**src/hdl/port_cfg_defs.svh**
```systemverilog
// register offsets, field positions and reset values for the port configuration bank
`ifndef PORT_CFG_DEFS_SVH
`define PORT_CFG_DEFS_SVH
`define OFS_P2_CFG_HIGH 8'he8
`define OFS_P2_CFG_LOW 8'he9
`define OFS_P3_CFG_HIGH 8'hea
`define OFS_P3_CFG_LOW 8'heb
`define OFS_P4_CFG_HIGH 8'hec
`define OFS_P4_CFG_LOW 8'hed
`define OFS_P4_PULLUP 8'hee
`define OFS_P5_PULLUP 8'hef
`define OFS_P5_CFG_HIGH 8'hf9
`define OFS_P5_CFG_LOW 8'hfa
`define RST_CFG 8'h00
`define P3H_IMPL_MASK 8'h3f
`define P3H_SEL_PIN1 5
`define P3H_SEL_PIN0 4
`endif

```
**src/hdl/port_cfg_pkg.sv**
```systemverilog
// types shared by the port configuration bank
package port_cfg_pkg;
    typedef enum logic [1:0] {
        MODE_IN = 2'h0,
        MODE_LOW = 2'h1,
        MODE_PUSH = 2'h2,
        MODE_ALT = 2'h3
    } pin_mode_e;
endpackage : port_cfg_pkg

```
**src/hdl/pin_mode_decode.sv**
```systemverilog
// decodes one pin's 2-bit field into driver, pull-up and alternate controls
`timescale 1ns/1ns
module pin_mode_decode
    import port_cfg_pkg::*;
(
    input wire logic [1:0] mode,
    input wire logic openDrainPort,
    input wire logic pullupBit,
    input wire logic pinOut,
    input wire logic altOut,
    output logic padOe,
    output logic padOut,
    output logic pullupOn,
    output logic altSel
);
    // open-drain ports: 01 drives low only while data is 0; other ports: 01 is pull-up input
    always_comb begin
        padOe = 1'b0;
        padOut = pinOut;
        pullupOn = 1'b0;
        altSel = 1'b0;
        unique case (pin_mode_e'(mode))
            MODE_IN: pullupOn = openDrainPort & pullupBit;
            MODE_LOW: begin
                if (openDrainPort) begin
                    padOe = ~pinOut;
                    padOut = 1'b0;
                    pullupOn = pullupBit;
                end else begin
                    pullupOn = 1'b1;
                end
            end
            MODE_PUSH: padOe = 1'b1;
            MODE_ALT: begin
                altSel = 1'b1;
                padOe = 1'b1;
                padOut = altOut;
            end
        endcase
    end
endmodule : pin_mode_decode

```
**src/hdl/port_pin_config_bank.sv**
```systemverilog
// configuration registers and pin routing for ports 2 to 5
// Summary of operation
// - port 2 fields: input, pull-up input, push-pull, analog; pin 7 also reference
// - port 3 pin 3: inputs feed timer A capture, push-pull, or segment 37
// - port 3 pins 1/0 alternate source picked by high byte bits 5/4
// - port 4 fields: input, open-drain, push-pull, segments 18 to 25
// - port 4 pull-up enable register, one bit per pin
// - port 4 pull-up forced off in push-pull or alternate mode
// - port 5 fields: input, open-drain, push-pull, segments 26 to 33
// - port 5 pull-up forced off in push-pull or alternate mode
`timescale 1ns/1ns
`include "port_cfg_defs.svh"
module port_pin_config_bank
    import port_cfg_pkg::*;
(
    input wire logic mclk,
    input wire logic rst_b,
    input wire logic [7:0] regAddr,
    input wire logic regWrite,
    input wire logic [7:0] regWdata,
    output logic [7:0] regRdata,
    output logic regHit,
    input wire logic [31:0] pinOut,
    input wire logic [31:0] pinIn,
    output logic [31:0] pinData,
    output logic [31:0] padOe,
    output logic [31:0] padOut,
    output logic [31:0] pullupOn,
    output logic [7:0] analogSel,
    output logic [7:0] analogIn,
    output logic detectorRefSel,
    output logic serialRxIn,
    input wire logic serialRxOut,
    input wire logic serialTx,
    output logic timerACaptureIn,
    output logic timerAExtClockIn,
    input wire logic timerAOut,
    input wire logic timerBPwmOut,
    input wire logic [37:18] segmentLine
);
    // register file, its next values and the address of each entry
    logic [7:0] cfgReg [0:9];
    logic [7:0] cfgNext [0:9];
    logic [7:0] offs [0:9];
    // three sampling stages and the accepted pin levels
    logic [31:0] pinSync1Reg32, pinSync2Reg32, pinSync3Reg32;
    logic [31:0] pinDataReg, pinDataNext;
    // per-pin 2-bit codes, alternate sources and alternate selects
    logic [63:0] modeVec;
    logic [31:0] altOutVec, altSelVec;
    logic [7:0] p3High;

    // address of each register, in storage order
    assign offs[0] = `OFS_P2_CFG_HIGH;
    assign offs[1] = `OFS_P2_CFG_LOW;
    assign offs[2] = `OFS_P3_CFG_HIGH;
    assign offs[3] = `OFS_P3_CFG_LOW;
    assign offs[4] = `OFS_P4_CFG_HIGH;
    assign offs[5] = `OFS_P4_CFG_LOW;
    assign offs[6] = `OFS_P4_PULLUP;
    assign offs[7] = `OFS_P5_PULLUP;
    assign offs[8] = `OFS_P5_CFG_HIGH;
    assign offs[9] = `OFS_P5_CFG_LOW;

    // register write decode and read mux
    always_comb begin
        // unmapped addresses read zero and write nothing
        regRdata = 8'h00;
        regHit = 1'b0;
        for (int i = 0; i < 10; i++) begin
            cfgNext[i] = cfgReg[i];
            if (regAddr == offs[i]) begin
                regHit = 1'b1;
                regRdata = cfgReg[i];
                // a write strobe loads the addressed register
                if (regWrite) begin
                    cfgNext[i] = regWdata;
                end
            end
        end
        // port 3 high bits 7:6 have no storage
        // unused bits zero
        cfgNext[2] = cfgNext[2] & `P3H_IMPL_MASK;
    end

    // register storage
    always_ff @(posedge mclk or negedge rst_b) begin
        if (!rst_b) begin
            for (int i = 0; i < 10; i++) begin
                cfgReg[i] <= `RST_CFG;
            end
        end else begin
            for (int i = 0; i < 10; i++) begin
                cfgReg[i] <= cfgNext[i];
            end
        end
    end

    // pin input synchroniser, change accepted once stages 2 and 3 agree
    always_comb begin
        pinDataNext = pinDataReg;
        for (int b = 0; b < 32; b++) begin
            // a pad still settling leaves the old level in place
            if (pinSync2Reg32[b] == pinSync3Reg32[b]) begin
                pinDataNext[b] = pinSync3Reg32[b];
            end
        end
    end

    // three sampling stages and the accepted levels
    always_ff @(posedge mclk or negedge rst_b) begin
        if (!rst_b) begin
            pinSync1Reg32 <= 32'h0;
            pinSync2Reg32 <= 32'h0;
            pinSync3Reg32 <= 32'h0;
            pinDataReg <= 32'h0;
        end else begin
            pinSync1Reg32 <= pinIn;
            pinSync2Reg32 <= pinSync1Reg32;
            pinSync3Reg32 <= pinSync2Reg32;
            pinDataReg <= pinDataNext;
        end
    end

    // accepted levels leave from flip-flops
    assign pinData = pinDataReg;

    // pin modes: index 0..7 port 2, 8..15 port 3, 16..23 port 4, 24..31 port 5
    // each byte packs four 2-bit fields with the highest pin in bits 7:6
    assign modeVec = {
        // port 5 high then low byte
        cfgReg[8], cfgReg[9],
        // port 4 high then low byte
        cfgReg[4], cfgReg[5],
        // port 3: pins 15 and 14 have no pad and stay input
        // pins 13 and 12 come from the low half of the high byte
        4'h0, cfgReg[2][3:0], cfgReg[3],
        // port 2 high then low byte
        cfgReg[0], cfgReg[1]
    };
    // port 3 high byte also carries the alternate source selects
    assign p3High = cfgReg[2];

    // alternate output sources per pin
    always_comb begin
        // pins 14 and 15 keep this zero default
        altOutVec = 32'h0;
        altOutVec[7:0] = 8'h0;
        altOutVec[9] = p3High[`P3H_SEL_PIN1] ? segmentLine[35] : timerAOut;
        altOutVec[8] = p3High[`P3H_SEL_PIN0] ? segmentLine[34] : timerBPwmOut;
        altOutVec[10] = segmentLine[36];
        altOutVec[11] = segmentLine[37];
        altOutVec[12] = serialTx;
        altOutVec[13] = serialRxOut;
        altOutVec[23:16] = segmentLine[25:18];
        altOutVec[31:24] = segmentLine[33:26];
    end

    // per-pin decode, one decoder for every pin with a pad
    genvar g;
    generate
        for (g = 0; g < 32; g++) begin : gen_pin
            logic oe, pu, ao, as;
            // pins 14 and 15 have no pad: nothing driven or pulled
            if (g == 14 || g == 15) begin : gen_unused
                assign oe = 1'b0;
                assign ao = 1'b0;
                assign pu = 1'b0;
                assign as = 1'b0;
            end else begin : gen_used
                pin_mode_decode u_dec (
                    .mode(modeVec[2*g +: 2]),
                    .openDrainPort(g >= 16),
                    .pullupBit(g >= 24 ? cfgReg[7][g % 8] : cfgReg[6][g % 8]),
                    .pinOut(pinOut[g]),
                    .altOut(altOutVec[g]),
                    .padOe(oe),
                    .padOut(ao),
                    .pullupOn(pu),
                    .altSel(as)
                );
            end
            assign padOe[g] = (g < 8) ? (oe & ~as) : oe;
            assign padOut[g] = ao;
            assign pullupOn[g] = pu;
            assign altSelVec[g] = as;
        end
    endgenerate

    assign analogSel = altSelVec[7:0];
    // unselected analog channels read zero
    assign analogIn = pinDataReg[7:0] & altSelVec[7:0];
    // the reference input shares pin 7's analog code
    assign detectorRefSel = altSelVec[7];
    // routed inputs listen only in the two input codes
    // receiver input in input codes
    assign serialRxIn = ~modeVec[27] & pinDataReg[13];
    assign timerACaptureIn = ~modeVec[23] & pinDataReg[11];
    assign timerAExtClockIn = ~modeVec[21] & pinDataReg[10];
endmodule : port_pin_config_bank

```
**config.mk**
```make
export PLATFORM = sky130hd
export DESIGN_NAME = port_pin_config_bank
export DESIGN_NICKNAME = d
export VERILOG_FILES = /design/src/hdl/port_cfg_pkg.sv /design/src/hdl/pin_mode_decode.sv /design/src/hdl/port_pin_config_bank.sv
export VERILOG_INCLUDE_DIRS = /design/src /design/src/hdl
export SDC_FILE = /design/constraint.sdc
export NUM_CORES = 1
export LEC_CHECK = 0
export ABC_AREA = 1
export BUFFER_PORTS_ARGS = -buffer_cell sky130_fd_sc_hd__clkbuf_2
export CAP_MARGIN = 20
export CORE_MARGIN = 2
export CORE_UTILIZATION = 56
export DETAILED_ROUTE_END_ITERATION = 16
export HOLD_SLACK_MARGIN = 0.15
export PLACE_DENSITY = 0.85
export RECOVER_POWER = 100
export SKIP_CTS_REPAIR_TIMING = 1
export SYNTH_ARGS = -nofsm -noshare
export SYNTH_HDL_FRONTEND = slang
export SYNTH_SLANG_ARGS = --single-unit
```
**constraint.sdc**
```tcl
create_clock -name mclk -period 2.31 [get_ports mclk]
set_input_delay 0.462 -clock mclk [delete_from_list [all_inputs] [get_ports mclk]]
set_output_delay 0.462 -clock mclk [all_outputs]
set_load 0.01 [all_outputs]
```
Word level (Yosys, flattened, before mapping)
Cells that the tools add are included.
Widths: inputs -> output; s select.
- reduce and logical (&&, ||, !) cells: 72
- div/mod/pow operators: 0
- order comparisons: 0
- add/subtract/negate cells: 0
- shifts and indexed selects: 0
- equality and inequality tests: 132
- multipliers: 0
- multiplexer cells: 120
- bitwise gates (word level): 39
- operator list (cell ; number):
    $eq 2x2->1 const B ; 60
    $reduce_or 2->1 ; 46
    $eq 8x8->1 const B ; 10
    $mux 8 ; 10
    $mux 1 ; 78
    $pmux 1 s2 ; 32
    $eq 2x1->1 const B ; 30
    $eq 1x1->1 ; 32
    $logic_not 2->1 ; 16
    $not 1->1 ; 27
    $reduce_and 2->1 ; 10
    $and 1x1->1 ; 11
    $and 8x8->8 ; 1
- bits of input ports: 107
- bits in latches: 0
- word-level logic and storage cells: 408
- bits in read-only memories: 0
- memories: 0
- output and inout port bits: 157
- RAM bits: 0
- bits in registers: 206

Logic depth before layout (Yosys ltp)
- word-level depth: 11
- mapped depth: 12
- depth with buffers taken out: 11

Cells and area by module
Synthesis repeated with hierarchy kept, for this count alone.
- cells, all modules: 1119
- area, all modules: 9775.6 µm²
- by module, submodules not included (module ; cells an instance ; seq. area each (µm²) ; instances ; area an instance (µm²)):
    port_pin_config_bank ; 759 ; 5154.9 ; 1 ; 8311.7
    pin_mode_decode ; 12 ; 0.0 ; 30 ; 48.8

Least setup slack after synthesis
Ideal clock, no wire load.
- path kind: in2out
- start point: input regAddr[6]
- end point: output regRdata[6]
- buffers on the path: 2
- required time: 1.848 ns
- setup slack: 0.454 ns
- stages on the path: 10
- arrival time: 1.394 ns
- cells stage by stage: nand2_1 nor2_2 buf_6 buf_6 nand3_1 o21ai_0 nor2_1 nand3b_1 nand2_1 nand3_1
- word-level cells in the longest chain between the ends: 11
- elaborated cells between the ends (all ways): 20
- classes of those cells: 10 x eq/ne; 10 x mux
- RTL lines (what ; line ; text):
    start, declared ; port_pin_config_bank.sv:18 ; input wire logic [7:0] regAddr,
    $eq 8x8->1 ; port_pin_config_bank.sv:72 ; if (regAddr == offs[i]) begin
    $mux 8 (9 in series) ; port_pin_config_bank.sv:72 ;
    $mux 8 (*) ; port_pin_config_bank.sv:72 ;
    end, declared ; port_pin_config_bank.sv:21 ; output logic [7:0] regRdata,
Mark *: on every way between the ends. The rest lies on a longest branch, timed or not.

Worst setup path after layout
- start point: input regAddr[4]
- end point: output regRdata[5]
Same word-level chain as after synthesis.

==> reports/results.ini <==
[status]
status = finished with violations
violations = capacitance limit, slew limit

[cells_and_area]
syn_to_final_growth_pct = 21.0
utilization_pct = 69.3
fin_nets = 1266
drive_gt1_share_pct = 30.6
fill_cells = 1160
fin_cells = 1391
final_area_sq_um = 11000

[sta]
period_share_pct = 96.5
max_freq_ghz = 0.449
max-slew-margin-rel_pct = -7.12
period_minus_slack_ns = 2.23
worst-slew-pin-transition_ns = 1.61
finalMaxSlewViolations = 60
hold_viol = 0
finClkSkew_ns = 0.0144
final-setup-viol-count = 0

[clocking]
cts_max_level = 1
clock-sinks = 206
cts_tree = yes
cts_root_buf = clkbuf_16
path_clk_slew_ns = 0.06
cts_max_path_buffers = 3
clk_latency_ns = 0.51
numCtsBuffers = 23

[worst_setup_path]
end_kind = output port
start_kind = input pin
arrival_ns = 1.77
crit_path_start = regAddr[4]
crit_family = simple AND/OR/NAND/NOR gates
crit_slowest_cell = buf_12
worstSetupPathType = in -> out
critPathMostFrequentCell = nand2_1
r2r-start = pinData[15]
cp.buffers_inverters = 4
path_cells = clkbuf_2, inv_1, nand2_1, nor2_4, buf_12, nand2_1, o21ai_0, a21oi_1, nand3_1, nand2_1, nand2_1, clkbuf_2
crit_fanout = 13
critical-path-max-stage-delay_ns = 0.17
worstPathRequired_ns = 1.85

[pwr]
max-vdd-ir-drop_mv = 0.636
power-per-cell-area_nw_per_um2 = 751
p_leak_nw = 5.74

[yosys]
yosys.area.top_type_share_pct = 56.6
synthFlopType = dfrtp_1
synthesis.area_sq_um = 9100
synthArstFlopShare_pct = 100
synth-seq-cells = 206
seq_area_frac_synth_pct = 56.6
syn_inst = 947
yosysUniqueCellTypes = 35
synth-edff-count = 0
synth_area_leaders = dfrtp_1 (57%), buf_4 (8.0%), nand2_1 (7.2%), inv_1 (4.8%), nor2_1 (3.8%)
synth_area_per_cell_sq_um = 9.61
yosys_warnings = 0
yosysTopAreaCell = dfrtp_1

[detailed_routing]
final_antenna_net_count = 0
dr_total_vias = 7018
avgRoutedWirePerCell_um = 16.8
dr.first_iter.drc_count = 458
drc = 0
drt_wl_total_um = 23400
dr.pass1.iters = 5
vias_per_cell = 5.05

[placed_design]
dp_cells = 1312
place.gp.congestion = 0.905
portBuffers = 255
dpl.hpwl_um = 16100
postPlaceCellArea_sq_um = 9870

[run]
maxCapViolations = 1

[global_routing]
grt_use_total_pct = 24.8
grt_pass1_wl_um = 34000
grt_max_degree = 63
grt_overflow = 0
grt_pass1_vias = 6425
antenna_found_initial = 2

[floorplan]
fp.dieH_um = 131
rows = 46
die_w_um = 131
io_pins = 264
die-area_sq_um = 17300
core_area_sq_um = 15900
initial_core_util_pct = 57.3

[worst_hold_path]
worstHoldPathType = reg -> reg
min_from = pinSync1Reg32[10]

-- cell usage in the layout, fill, tap and decap left out, drive strengths merged, types with 2 or more instances in the layout --
master       Yosys  final
clkbuf           7    288
dfrtp          206    206
nand2          188    188
inv            125    127
o21ai          101    101
nor2            98     98
nand3           45     45
dlygate4sd3      0     33
maj3            32     32
buf            110     10
a21oi            8      8
nand4            7      7
conb             1      6
clkinv           1      5
o21bai           5      5
a31oi            3      3
o22ai            2      2
a21o             2      2
o31ai            2      2
-- synthesized netlist by cell type (all sizes together), types with 2 or more instances --
library cell and number:
nand4 7, clkbuf 7, o22ai 2, a21oi 8
maj3 32, o21bai 5, nand3 45, a21o 2
inv 125, o21ai 101, buf 110, a31oi 3
dfrtp 206, o31ai 2, nand2 188, nor2 98
-- layout make-up --
type | instances | area (sq um) | share of cell area (%)
inverter | 126 | 479 | 4.35
multi-input combinational | 503 | 2610 | 23.7
clock inverter | 8 | 86.3 | 0.784
clock buffer | 32 | 649 | 5.90
tap | 216 | 270 | 2.45
antenna | 1 | 2.50 | 0.0227
sequential | 206 | 5150 | 46.8
timing repair buffer | 299 | 1760 | 16.0
-- stage by stage --
step	total power, mW	TNS, ns	hold slack (ns)	setup slack [ns]
5_1_grt	8.57	-0.0117	0.350	-0.00837
2_1_floorplan	4.44	0	0.166	0.454
3_5_place_dp	4.77	-0.0512	0.336	-0.0512
4_1_cts	8.24	-0.0543	-0.0574	-0.0543
6_report	8.27	0	0.341	0.0817
3_3_place_gp	4.73	0	0.331	0.0631
-- power by group --
group / internal [mW] / switching (mW) / total (mW)
Sequential: 3.82 / 0.171 / 3.99
Combinational: 0.328 / 0.458 / 0.786
Clock: 2.09 / 1.41 / 3.50
Total: 6.23 / 2.04 / 8.27
-- final timing paths --
kind	to	slack (ns)	depth (start not counted)
worst max-delay path	regRdata[5]	0.08	12
worst min-delay path	pinSync2Reg32[10]	0.34	0
worst max register to register	pinData[15]	1.35	1
worst min register to register	pinSync2Reg32[10]	0.34	0
max in group asynchronous	pinSync1Reg32[10]	0.41	3
min in group asynchronous	pinSync1Reg32[18]	0.89	2
-- flip-flops by register name, indices dropped and copies added (netlist names) --
signal and count:
pinSync3Reg32 32, pinData 32, p3High 6, pinSync2Reg32 32, cfgReg 72, pinSync1Reg32 32
-- metal layers --
layer	GRT usage, %	wire length, um	vias up
li1	-	-	3302
met1	32.7	9370	3338
met2	42.6	11800	318
met3	3.94	1430	58
met4	7.73	765	2
met5	0	15	-
-- logic make-up after synthesis --
kind of cell / Yosys count / share of synthesized area (%)
other: 1 / 0.0412
AO/OA/AOI/OAI: 125 / 8.13
AND/OR/NAND/NOR: 340 / 16.6
adder cells (fa/ha/maj): 32 / 3.52
flip-flops: 206 / 56.6
buffers and inverters: 243 / 15.1
No activity file was read; power rests on OpenSTA's default activity.
